### src/design/rx_cfg_pkg.sv
package rx_cfg_pkg;
    localparam int ADDR_W = 8;
    localparam int DATA_W = 16;
    localparam int GROUPS = 4;
    // register offsets
    localparam logic [7:0] LOW_POWER_CONFIG_ADDR = 8'hc8;
    localparam logic [7:0] MEDIUM_POWER_CONFIG_ADDR = 8'hce;
    localparam logic [7:0] HPF_DISCONNECT_CONFIG_ADDR = 8'he6;
    localparam logic [7:0] GAIN_MAP_CTRL_ADDR = 8'hd0;
    localparam logic [7:0] DIE_STATUS_ADDR = 8'hd2;
    // field positions
    localparam int LOW_POWER_SELECT_POS = 12;
    localparam int MID_POWER_SELECT_POS = 14;
    localparam int FILTER_DISCONNECT_SOURCE_POS = 4;
    localparam int FILTER_CONNECT_GROUP1_POS = 0;
    localparam int GAIN_MAP_WRITE_ENABLE_POS = 0;
    // register reset value (reserved bits must be written zero, stored anyway)
    localparam logic [15:0] REG_RESET = 16'h0000;
    // cutoff select: halved in low power
    localparam logic [1:0] LPF_SCALE_FULL = 2'h0;
    localparam logic [1:0] LPF_SCALE_HALF = 2'h1;

    typedef enum {MODE_LOW_NOISE, MODE_MEDIUM_POWER, MODE_LOW_POWER} power_mode_t;

    typedef struct packed {
        logic [7:0] addr;
        logic [15:0] wdata;
        logic wr;
        logic rd;
    } reg_req_t;

    typedef struct packed {
        logic low_power;
        logic medium_power;
        logic lpf_half_cutoff;
        logic [3:0] hpf_connected;
        logic [3:0] hpf_powered;
    } die_ctrl_t;
endpackage : rx_cfg_pkg

### src/design/cfg_reg16.sv
`timescale 1ns/100ps
module cfg_reg16
    import rx_cfg_pkg::*;
(
    input wire logic clk,
    input wire logic rst_n,
    input wire logic wr,
    input wire logic [15:0] wdata,
    output logic [15:0] q
);
    always_ff @(posedge clk or negedge rst_n) begin
        if (!rst_n) begin
            q <= REG_RESET;
        end else if (wr) begin
            q <= wdata;
        end
    end
endmodule : cfg_reg16

### src/design/pin_sync.sv
`timescale 1ns/100ps
module pin_sync
    import rx_cfg_pkg::*;
(
    input wire logic clk,
    input wire logic rst_n,
    input wire logic [GROUPS:0] d,
    output logic [GROUPS:0] q
);
    logic [GROUPS:0] meta;
    always_ff @(posedge clk or negedge rst_n) begin
        if (!rst_n) begin
            meta <= '0;
            q <= '0;
        end else begin
            meta <= d;
            q <= meta;
        end
    end
endmodule : pin_sync

### src/design/rx_power_mode_hpf_ctrl.sv
// What this block does
// low power select bit 12 sets low power in gain compensation mode only
// mid power select bit 14 sets medium power in gain compensation mode
// software keeps low power select clear when choosing medium power
// mid power select has no effect in continuous wave mode
// source bit 4 clear: per-group pins decide filter disconnect
// source bit set: pins ignored, per-group register bits decide
// register bit 3 connects (1) or disconnects (0) channels 13 to 16
// register bit 2 connects (1) or disconnects (0) channels 9 to 12
// register bit 1 connects (1) or disconnects (0) channels 5 to 8
// register bit 0 connects (1) or disconnects (0) channels 1 to 4
// disconnected filter stays powered, only separated from input
// software sets gain map write enable before other gain map writes
// low power halves the anti-alias cutoff for the same code
// registers reset to zero and read back last value written
//
// Added by the designer: the address-and-strobe port.
`timescale 1ns/100ps
module rx_power_mode_hpf_ctrl
    import rx_cfg_pkg::*;
(
    input wire logic clk,
    input wire logic reset_n,
    input wire logic [7:0] addr,
    input wire logic [15:0] wdata,
    input wire logic wr,
    input wire logic rd,
    output logic [15:0] rdata,
    input wire logic continuous_wave_mode,
    input wire logic [3:0] group_disconnect_pin,
    output logic [3:0] hpf_connect,
    output logic [3:0] hpf_power,
    output logic low_power_active,
    output logic medium_power_active,
    output logic [1:0] lpf_cutoff_scale,
    output logic gain_map_write_enable
);
    logic rst_meta;
    logic rst_n;
    reg_req_t req;
    logic [15:0] low_power_config;
    logic [15:0] medium_power_config;
    logic [15:0] hpf_disconnect_config;
    logic [15:0] gain_map_ctrl;
    logic [GROUPS:0] sync_q;
    logic cw_mode;
    logic [3:0] pins_s;
    logic [15:0] status_word;
    logic [15:0] next_rdata;
    power_mode_t mode;
    die_ctrl_t ctrl;
    logic outputs_live;
    wire [3:0] conn_sel;

    always_ff @(posedge clk or negedge reset_n) begin
        if (!reset_n) begin
            rst_meta <= 1'b0;
            rst_n <= 1'b0;
        end else begin
            rst_meta <= 1'b1;
            rst_n <= rst_meta;
        end
    end

    // outputs carry real values from the first edge after the internal reset lifts
    always_ff @(posedge clk or negedge rst_n) begin
        if (!rst_n) begin
            outputs_live <= 1'b0;
        end else begin
            outputs_live <= 1'b1;
        end
    end

    assign req = '{addr: addr, wdata: wdata, wr: wr, rd: rd};

    wire wr_low = req.wr && req.addr == LOW_POWER_CONFIG_ADDR;
    wire wr_mid = req.wr && req.addr == MEDIUM_POWER_CONFIG_ADDR;
    wire wr_hpf = req.wr && req.addr == HPF_DISCONNECT_CONFIG_ADDR;
    wire wr_gmc = req.wr && req.addr == GAIN_MAP_CTRL_ADDR;

    // zero reset, written value held for readback
    cfg_reg16 u_low (.clk(clk), .rst_n(rst_n), .wr(wr_low), .wdata(req.wdata),
        .q(low_power_config));
    cfg_reg16 u_mid (.clk(clk), .rst_n(rst_n), .wr(wr_mid), .wdata(req.wdata),
        .q(medium_power_config));
    cfg_reg16 u_hpf (.clk(clk), .rst_n(rst_n), .wr(wr_hpf), .wdata(req.wdata),
        .q(hpf_disconnect_config));
    cfg_reg16 u_gmc (.clk(clk), .rst_n(rst_n), .wr(wr_gmc), .wdata(req.wdata),
        .q(gain_map_ctrl));

    pin_sync u_sync (.clk(clk), .rst_n(rst_n),
        .d({continuous_wave_mode, group_disconnect_pin}), .q(sync_q));
    assign cw_mode = sync_q[GROUPS];
    assign pins_s = sync_q[GROUPS-1:0];

    wire lp_sel = low_power_config[LOW_POWER_SELECT_POS];
    wire mp_sel = medium_power_config[MID_POWER_SELECT_POS];
    wire src_reg = hpf_disconnect_config[FILTER_DISCONNECT_SOURCE_POS];
    wire [3:0] grp_bits = hpf_disconnect_config[FILTER_CONNECT_GROUP1_POS +: GROUPS];

    // mode selection; medium needs low clear
    always_comb begin
        if (cw_mode) begin
            mode = MODE_LOW_NOISE;
        end else if (lp_sel) begin
            mode = MODE_LOW_POWER;
        end else if (mp_sel) begin
            mode = MODE_MEDIUM_POWER;
        end else begin
            mode = MODE_LOW_NOISE;
        end
    end

    always_comb begin
        ctrl = '0;
        case (mode)
            MODE_LOW_POWER: begin
                ctrl.low_power = 1'b1;
                ctrl.lpf_half_cutoff = 1'b1;
            end
            MODE_MEDIUM_POWER: begin
                ctrl.medium_power = 1'b1;
            end
            MODE_LOW_NOISE: begin
                ctrl.low_power = 1'b0;
            end
            default: begin
                ctrl.low_power = 1'b0;
            end
        endcase
        ctrl.hpf_powered = '1;
        ctrl.hpf_connected = conn_sel;
    end

    // per group: pins when source clear, register bits when set
    genvar g;
    generate
        for (g = 0; g < GROUPS; g++) begin : g_grp
            // pin high requests disconnect
            assign conn_sel[g] = src_reg ? grp_bits[g] : ~pins_s[g];
        end
    endgenerate

    assign status_word = {5'h00, mode == MODE_MEDIUM_POWER, mode == MODE_LOW_POWER,
        cw_mode, pins_s, ctrl.hpf_connected};

    always_comb begin
        case (req.addr)
            LOW_POWER_CONFIG_ADDR: next_rdata = low_power_config;
            MEDIUM_POWER_CONFIG_ADDR: next_rdata = medium_power_config;
            HPF_DISCONNECT_CONFIG_ADDR: next_rdata = hpf_disconnect_config;
            GAIN_MAP_CTRL_ADDR: next_rdata = gain_map_ctrl;
            DIE_STATUS_ADDR: next_rdata = status_word;
            default: next_rdata = 16'h0000;
        endcase
    end

    always_ff @(posedge clk or negedge rst_n) begin
        if (!rst_n) begin
            rdata <= 16'h0000;
            hpf_connect <= 4'h0;
            hpf_power <= 4'h0;
            low_power_active <= 1'b0;
            medium_power_active <= 1'b0;
            lpf_cutoff_scale <= LPF_SCALE_FULL;
            gain_map_write_enable <= 1'b0;
        end else begin
            rdata <= req.rd ? next_rdata : 16'h0000;
            hpf_connect <= ctrl.hpf_connected;
            hpf_power <= ctrl.hpf_powered;
            low_power_active <= ctrl.low_power;
            medium_power_active <= ctrl.medium_power;
            lpf_cutoff_scale <= ctrl.lpf_half_cutoff ? LPF_SCALE_HALF : LPF_SCALE_FULL;
            gain_map_write_enable <= gain_map_ctrl[GAIN_MAP_WRITE_ENABLE_POS];
        end
    end

    low_in_cw_a: assert property (@(posedge clk) disable iff (!rst_n)
        cw_mode |=> !low_power_active)
        else $error("low power active in continuous wave mode");
    low_sel_a: assert property (@(posedge clk) disable iff (!rst_n)
        (lp_sel && !cw_mode) |=> low_power_active)
        else $error("low power select not applied");
    mid_sel_a: assert property (@(posedge clk) disable iff (!rst_n)
        (mp_sel && !lp_sel && !cw_mode) |=> medium_power_active)
        else $error("medium power select not applied");
    mid_cw_a: assert property (@(posedge clk) disable iff (!rst_n)
        cw_mode |=> !medium_power_active)
        else $error("medium power active in continuous wave mode");
    pin_src_a: assert property (@(posedge clk) disable iff (!outputs_live)
        !src_reg |=> hpf_connect == ~$past(pins_s))
        else $error("pin controlled disconnect wrong");
    reg_src_a: assert property (@(posedge clk) disable iff (!rst_n)
        src_reg |=> hpf_connect == $past(grp_bits))
        else $error("register controlled disconnect wrong");
    grp4_bit_a: assert property (@(posedge clk) disable iff (!rst_n)
        (src_reg && !hpf_disconnect_config[3]) |=> !hpf_connect[3])
        else $error("group four not disconnected");
    grp3_bit_a: assert property (@(posedge clk) disable iff (!rst_n)
        (src_reg && hpf_disconnect_config[2]) |=> hpf_connect[2])
        else $error("group three not connected");
    grp2_bit_a: assert property (@(posedge clk) disable iff (!rst_n)
        (src_reg && hpf_disconnect_config[1]) |=> hpf_connect[1])
        else $error("group two not connected");
    grp1_bit_a: assert property (@(posedge clk) disable iff (!rst_n)
        (src_reg && !hpf_disconnect_config[0]) |=> !hpf_connect[0])
        else $error("group one not disconnected");
    hpf_power_a: assert property (@(posedge clk) disable iff (!outputs_live)
        ##1 hpf_power == 4'hf)
        else $error("filter power dropped");
    lpf_half_a: assert property (@(posedge clk) disable iff (!rst_n)
        low_power_active |-> lpf_cutoff_scale == LPF_SCALE_HALF)
        else $error("cutoff not halved in low power");
    readback_a: assert property (@(posedge clk) disable iff (!rst_n)
        (wr_hpf ##1 !wr ##1 (rd && addr == HPF_DISCONNECT_CONFIG_ADDR && !wr))
        |=> rdata == $past(wdata, 3))
        else $error("readback mismatch");

    // read port: data only in the cycle after a read strobe
    rd_idle_a: assert property (@(posedge clk) disable iff (!outputs_live)
        !rd |=> rdata == 16'h0000)
        else $error("read data outside read cycle");
    unmapped_rd_a: assert property (@(posedge clk) disable iff (!outputs_live)
        (rd && addr != LOW_POWER_CONFIG_ADDR && addr != MEDIUM_POWER_CONFIG_ADDR
            && addr != HPF_DISCONNECT_CONFIG_ADDR && addr != GAIN_MAP_CTRL_ADDR
            && addr != DIE_STATUS_ADDR) |=> rdata == 16'h0000)
        else $error("unmapped read not zero");
    low_rb_a: assert property (@(posedge clk) disable iff (!outputs_live)
        (wr_low ##1 !wr ##1 (rd && addr == LOW_POWER_CONFIG_ADDR && !wr))
        |=> rdata == $past(wdata, 3))
        else $error("low power register readback mismatch");
    mid_rb_a: assert property (@(posedge clk) disable iff (!outputs_live)
        (wr_mid ##1 !wr ##1 (rd && addr == MEDIUM_POWER_CONFIG_ADDR && !wr))
        |=> rdata == $past(wdata, 3))
        else $error("medium power register readback mismatch");
    gmc_rb_a: assert property (@(posedge clk) disable iff (!outputs_live)
        (wr_gmc ##1 !wr ##1 (rd && addr == GAIN_MAP_CTRL_ADDR && !wr))
        |=> rdata == $past(wdata, 3))
        else $error("gain map control readback mismatch");
    status_pad_a: assert property (@(posedge clk) disable iff (!outputs_live)
        (rd && addr == DIE_STATUS_ADDR) |=> rdata[15:11] == 5'h00)
        else $error("status spare bits not zero");

    // status word mirrors the live outputs and the synchronised mode and disconnect pins
    status_mode_a: assert property (@(posedge clk) disable iff (!outputs_live)
        (rd && addr == DIE_STATUS_ADDR) |=> rdata[10:9] == {medium_power_active, low_power_active})
        else $error("status mode bits wrong");
    status_cw_a: assert property (@(posedge clk) disable iff (!outputs_live)
        (rd && addr == DIE_STATUS_ADDR) |=> rdata[8] == $past(cw_mode))
        else $error("status mode pin bit wrong");
    status_con_a: assert property (@(posedge clk) disable iff (!outputs_live)
        (rd && addr == DIE_STATUS_ADDR) |=> rdata[3:0] == hpf_connect)
        else $error("status connect bits wrong");

    // power mode outputs follow the select bits one cycle later
    low_off_a: assert property (@(posedge clk) disable iff (!outputs_live)
        !lp_sel |=> !low_power_active)
        else $error("low power active without select");
    mid_off_a: assert property (@(posedge clk) disable iff (!outputs_live)
        !mp_sel |=> !medium_power_active)
        else $error("medium power active without select");
    mid_low_a: assert property (@(posedge clk) disable iff (!outputs_live)
        lp_sel |=> !medium_power_active)
        else $error("medium power active beside low power select");
    cw_full_a: assert property (@(posedge clk) disable iff (!outputs_live)
        cw_mode |=> lpf_cutoff_scale == LPF_SCALE_FULL)
        else $error("cutoff halved in continuous wave mode");
    lpf_lp_a: assert property (@(posedge clk) disable iff (!outputs_live)
        (lp_sel && !cw_mode) |=> lpf_cutoff_scale == LPF_SCALE_HALF)
        else $error("cutoff not halved for low power select");
    lpf_full_a: assert property (@(posedge clk) disable iff (!outputs_live)
        !low_power_active |-> lpf_cutoff_scale == LPF_SCALE_FULL)
        else $error("cutoff halved outside low power");
    cw_sync_a: assert property (@(posedge clk) disable iff (!outputs_live)
        ##2 cw_mode == $past(continuous_wave_mode, 2))
        else $error("mode pin not passed through two stages");

    // filter connect outputs, second polarity of each register bit
    grp4_on_a: assert property (@(posedge clk) disable iff (!outputs_live)
        (src_reg && hpf_disconnect_config[3]) |=> hpf_connect[3])
        else $error("group four not connected");
    grp3_off_a: assert property (@(posedge clk) disable iff (!outputs_live)
        (src_reg && !hpf_disconnect_config[2]) |=> !hpf_connect[2])
        else $error("group three not disconnected");
    grp2_off_a: assert property (@(posedge clk) disable iff (!outputs_live)
        (src_reg && !hpf_disconnect_config[1]) |=> !hpf_connect[1])
        else $error("group two not disconnected");
    grp1_on_a: assert property (@(posedge clk) disable iff (!outputs_live)
        (src_reg && hpf_disconnect_config[0]) |=> hpf_connect[0])
        else $error("group one not connected");
    pins_held_a: assert property (@(posedge clk) disable iff (!outputs_live)
        (src_reg && $past(src_reg) && $stable(grp_bits)) |=> $stable(hpf_connect))
        else $error("pins moved a register controlled filter");
    pins_sync_a: assert property (@(posedge clk) disable iff (!outputs_live)
        ##2 pins_s == $past(group_disconnect_pin, 2))
        else $error("disconnect pins not passed through two stages");
    wme_copy_a: assert property (@(posedge clk) disable iff (!outputs_live)
        1'b1 |=> gain_map_write_enable == $past(gain_map_ctrl[GAIN_MAP_WRITE_ENABLE_POS]))
        else $error("write enable output does not follow its bit");

    // each group disconnects when its own pin is high while the pins are the source
    generate
        for (g = 0; g < GROUPS; g++) begin : g_pin_chk
            pin_grp_a: assert property (@(posedge clk) disable iff (!outputs_live)
                (!src_reg && pins_s[g]) |=> !hpf_connect[g])
                else $error("pin high did not disconnect its group");
        end
    endgenerate
endmodule : rx_power_mode_hpf_ctrl

### config.mk
export PLATFORM = sky130hd
export DESIGN_NAME = rx_power_mode_hpf_ctrl
export DESIGN_NICKNAME = d
export VERILOG_FILES = /design/src/design/rx_cfg_pkg.sv /design/src/design/cfg_reg16.sv /design/src/design/pin_sync.sv /design/src/design/rx_power_mode_hpf_ctrl.sv
export SDC_FILE = /design/constraint.sdc
export NUM_CORES = 1
export LEC_CHECK = 0
export BUFFER_PORTS_ARGS = -buffer_cell sky130_fd_sc_hd__buf_2
export CORE_MARGIN = 1
export CORE_UTILIZATION = 34
export DETAILED_ROUTE_END_ITERATION = 6
export PLACE_DENSITY_LB_ADDON = 0.05
export SETUP_SLACK_MARGIN = 0.3
export SLEW_MARGIN = 20
export SYNTH_ARGS = -nofsm -noshare
export SYNTH_HDL_FRONTEND = slang
export SYNTH_HIERARCHICAL = 1
export SYNTH_SLANG_ARGS = --single-unit
### constraint.sdc
create_clock -name clk -period 6.6 [get_ports clk]
set_input_delay 1.32 -clock clk [delete_from_list [all_inputs] [get_ports clk]]
set_output_delay 1.32 -clock clk [all_outputs]
set_load 0.1 [all_outputs]
-- Yosys cells after proc, flatten, opt, wreduce, memory -nomap -nowiden
Index checks and enable logic that the tools add are counted.
- flip-flop bits (word level): 101
- equal/unequal tests: 9
- multiplexer cells: 12
- bitwise logic cells: 4
- reductions and logical operators: 4
- operators with widths (kind ; number):
    $pmux 16 s5 ; 1
    $eq 8x8->1 const B ; 5
    $eq 32x2->1 const B ; 1
    $eq 32x3->1 const B ; 1
    $mux 16 ; 1
    $mux 1 ; 8
    $logic_and 1x1->1 ; 4
    $mux 2 ; 2
    $not 1->1 ; 4
    $eq 2x1->1 const B ; 1
    $eq 2x2->1 const B ; 1

-- Depth between registers and ports, before layout
- depth in word-level cells: 6
- mapped depth: 8

-- Hierarchy
The synthesis kept the hierarchy.
- by module, submodules not included (module ; instances ; cells each ; area an instance (µm²) ; seq. area each (µm²)):
    cfg_reg16 ; 4 ; 34 ; 649.4 ; 400.4
    rx_power_mode_hpf_ctrl ; 1 ; 159 ; 1679.1 ; 650.6
    pin_sync ; 1 ; 10 ; 250.2 ; 250.2

-- Least setup slack after synthesis
Ideal clock, no wire load.
- kind: in2reg
- start point: in addr[0]
- end point: reg u_hpf.q[10]
- arrival time: 2803 ps
- data required time: 6475 ps
- path slack: 3672 ps
- cell stages on the path: 7
- buffers on the path: 3
- path through: nand3b_2 > nor3_4 > buf_6 > and3_1 > buf_6 > buf_12 > mux2_4
- word-level cells in the longest chain between the ends: 2
- ends and longest elaborated chain (item ; RTL line ; RTL):
    start, declared ; rx_power_mode_hpf_ctrl.sv:24 ; input wire logic [7:0] addr,
    $eq 8x8->1 ; rx_power_mode_hpf_ctrl.sv:78 ; wire wr_hpf = req.wr && req.addr == HPF_DISCONNECT_CONFIG_ADDR;
    $logic_and 1x1->1 ; rx_power_mode_hpf_ctrl.sv:78 ;
    via wr_hpf ; rx_power_mode_hpf_ctrl.sv:78 ;
    end signal, assigned ; cfg_reg16.sv:15 ; q <= wdata;
    end, declared ; cfg_reg16.sv:9 ; output logic [15:0] q
The timed path passes the listed nets, and every way through them passes these cells.
A chain may end at the register's enable or synchronous reset.

-- Worst setup path after layout
- start point: in addr[0]
- end point: reg u_hpf.q[1]
Same word-level chain as after synthesis.

==> key figures <==
Die
  • Starting Density: 35.3%
  • Core Box Area: roughly 13000 sq um
  • Die height: 117 um
  • Rows: 41
  • Die ar.: 13800 sq um
  • Ports: 62
  • Die width: roughly 120 um

GRT
  • First-pass GRT wire length: between 15000 and 20000 um
  • Initial antenna violation count: 1
  • Largest net degree at the start of global routing: 74
  • Number of global-route vias before repair: about 2.8k
  • GRT Total Usage: 17.1%
  • Gr ovfl total: 0

Finish
  • Area Overhead vs Synth: 13.1%
  • Final Util: 39.9%
  • Fraction of layout cells with a size suffix above 1: between 40% and 50%
  • Most common cell after layout, fill and taps aside: dfrtp_1
  • # nets final: slightly below 400
  • Final Non-Filler Cells: between 500 and 600
  • Most frequent cells in the layout: dfrtp_1, buf_2, mux2_4, mux2_2, nand2_1

Job
  • Max-cap viol count: 0

CTS
  • Reg clk slew, reported paths: about 0.07 ns
  • # resized after CTS: 0
  • Clock tree from TritonCTS: yes
  • CTS Buf Count: 9
  • Clock root buffer: clkbuf_16
  • CTS hold repair buffers: 0
  • Setup Fix Bufs, Post-CTS: 0
  • # clock sinks: 100
  • H-tree Lvls: 3
  • CTS Buffer Depth: 2
  • Worst skew pair latency: approximately 0.35 ns

Hold path
  • HP Class: reg2async

Timing
  • Part of the cycle the worst path needs: between 50% and 60%
  • Post-route minimum period: about 3.7 ns
  • Worst-Margin Slew: 1.14 ns
  • Worst slew margin: approximately a quarter
  • Setup TNS: 0 ns
  • RSZ-0062 raised after global routing: no
  • Final Max Tran Viols: 0
  • Hold slack: 0.233 ns
  • Fin Clk Skew: between 0.005 and 0.006 ns
  • Final setup fails: 0
  • Fmax: roughly 270 MHz
  • Final hold vios: 0

Drt
  • Routed wire length: approximately 11000 um
  • DRT iter0 DRCs: between 150 and 200
  • DR vias/cell: between 4 and 5
  • DRT antenna net count: 0
  • Vias: 2644
  • First-pass DRT Iterations: 4
  • DRC: 0
  • WL/cell: roughly 20 um

Critical path
  • Crit path max fanout: 17
  • Critical Path Sink Type: flop
  • Type of origin of the critical path: input pin
  • Arr. time, crit path: 3.94 ns
  • Worst Setup Path Type: in2reg
  • Data required time at the worst endpoint: between 6 and 7 ns

Power and ir drop
  • VDD IR max: between 0.1 and 0.15 mV
  • Power Density: 252 nW/um^2
  • Leakage power: between 2 and 2.5 nW

Yosys
  • Ys Warns: 6
  • Number of distinct library cells after synthesis: between 40 and 50
  • Async SR Flop Fraction: between 90% and 100%
  • Prevailing post-synth register cell: dfrtp_1
  • Syn avg cell area: ~15 sq um
  • Netlist Area Pre-Place: between 4000 and 5000 sq um
  • Post-synthesis register bit count: 100
  • Mapped Cells: approximately 300
  • Register area share after synthesis: 55.3%
  • Post-synth EDFFs: 0

Placed design
  • Placed Cells: roughly 500
  • DP HPWL: slightly below 7000 um
  • Gpl congestion: between 0.6 and 0.7
  • Port bufs: 60

Outcome
  • Status: complete, no violations
[cells by family after synthesis]
| group | count (synthesis) | synth area share (%) |
|---|---|---|
| flip-flops | 100 | 55.3 |
| multiplexers | 65 | 19.5 |
| AO/OA/AOI/OAI | 64 | 11.8 |
| AND/OR/NAND/NOR | 45 | 7.30 |
| buffers and inverters | 28 | 5.78 |
| other | 2 | 0.166 |
| XOR/XNOR | 1 | 0.194 |
[where the power goes]
part	switching, mW	internal (mW)	total [mW]
combinational	0.0705	0.0395	0.110
clock	0.234	0.293	0.527
sequential	0.0173	0.637	0.655
total	0.322	0.970	1.29
[synth_stat cells, types with 2 or more instances]
| cell type | number | area (sq um) |
|---|---|---|
| dfrtp_1 | 100 | 2500 |
| mux2_4 | 40 | 601 |
| mux2_2 | 25 | 282 |
| nand2_1 | 16 | 60.1 |
| a21oi_1 | 12 | 60.1 |
| a22o_1 | 12 | 105 |
| buf_4 | 9 | 67.6 |
| a22o_2 | 7 | 70.1 |
| buf_6 | 7 | 78.8 |
| a22oi_2 | 6 | 75.1 |
| a22oi_1 | 5 | 37.5 |
| a32oi_1 | 5 | 43.8 |
| a21oi_2 | 4 | 35.0 |
| a2bb2oi_1 | 4 | 35.0 |
| buf_12 | 4 | 80.1 |
| nor2b_1 | 4 | 25.0 |
| o21ai_0 | 4 | 20.0 |
| and3_1 | 3 | 18.8 |
| buf_2 | 3 | 15.0 |
| clkbuf_1 | 3 | 11.3 |
| o2111ai_1 | 3 | 26.3 |
| or2_2 | 3 | 18.8 |
| conb_1 | 2 | 7.51 |
| nand3_1 | 2 | 10.0 |
| nor3b_1 | 2 | 15.0 |
| nor4b_4 | 2 | 47.6 |
[registers in the layout (all words and copies together) (netlist names)]
name / flops
rdata: 16
u_gmc/q: 16
u_hpf/q: 16
u_low/q: 16
u_mid/q: 16
u_sync/meta: 5
u_sync/q: 5
hpf_connect: 4
gain_map_write_enable: 1
hpf_power: 1
low_power_active: 1
medium_power_active: 1
rst_meta: 1
rst_n: 1
[routing by layer]
layer | vias to the layer above | wire length (um) | track usage [%]
li1 | 1198 | - | -
met1 | 1389 | 5260 | 23.6
met2 | 47 | 4990 | 25.7
met3 | 10 | 428 | 4.96
met4 | 0 | 130 | 5.11
met5 | - | 0 | 0
[worst max-delay path, stage by stage]
cell and delay, ns:
buf_2 0.11, nand3b_2 0.29, nor3_4 0.80, and3_1 1.01
mux2_2 0.42
[through the flow]
| step | setup WS (ns) | cell area, sq um | power [mW] |
|---|---|---|---|
| 2_1_floorplan | 3.61 | 4530 | 0.744 |
| 6_report | 2.90 | 5120 | 1.29 |
| 3_3_place_gp | 2.54 | 4820 | 0.777 |
| 5_1_grt | 2.79 | 5120 | 1.35 |
| 3_5_place_dp | 2.49 | 4820 | 0.778 |
| 4_1_cts | 2.86 | 5120 | 1.31 |
[area by class of cell]
cell class / count / area (sq um)
inverters: 1 / 3.75
diodes: 1 / 2.50
multi-input cells: 178 / 1770
fillers: 1227 / 7700
clock buffers: 10 / 229
well taps: 172 / 215
clock inverters: 6 / 65.1
repair buffers: 64 / 330
flip-flops and latches: 100 / 2510
[path summary, 6_finish.rpt]
kind | from | to | slack, ns | cells past startpoint
max in group asynchronous | rst_n | u_mid/q[5] | 5.10 | 1
worst min-delay path | rst_n | u_low/q[6] | 0.23 | 0
min in group clk | u_sync/meta[4] | u_sync/q[4] | 0.35 | 0
worst min register to register | rst_n | u_low/q[6] | 0.23 | 0
worst max register to register | rst_n | u_mid/q[5] | 5.10 | 1
worst max-delay path | addr[0] | u_hpf/q[1] | 2.90 | 5
(Power assumes the default switching activity.)
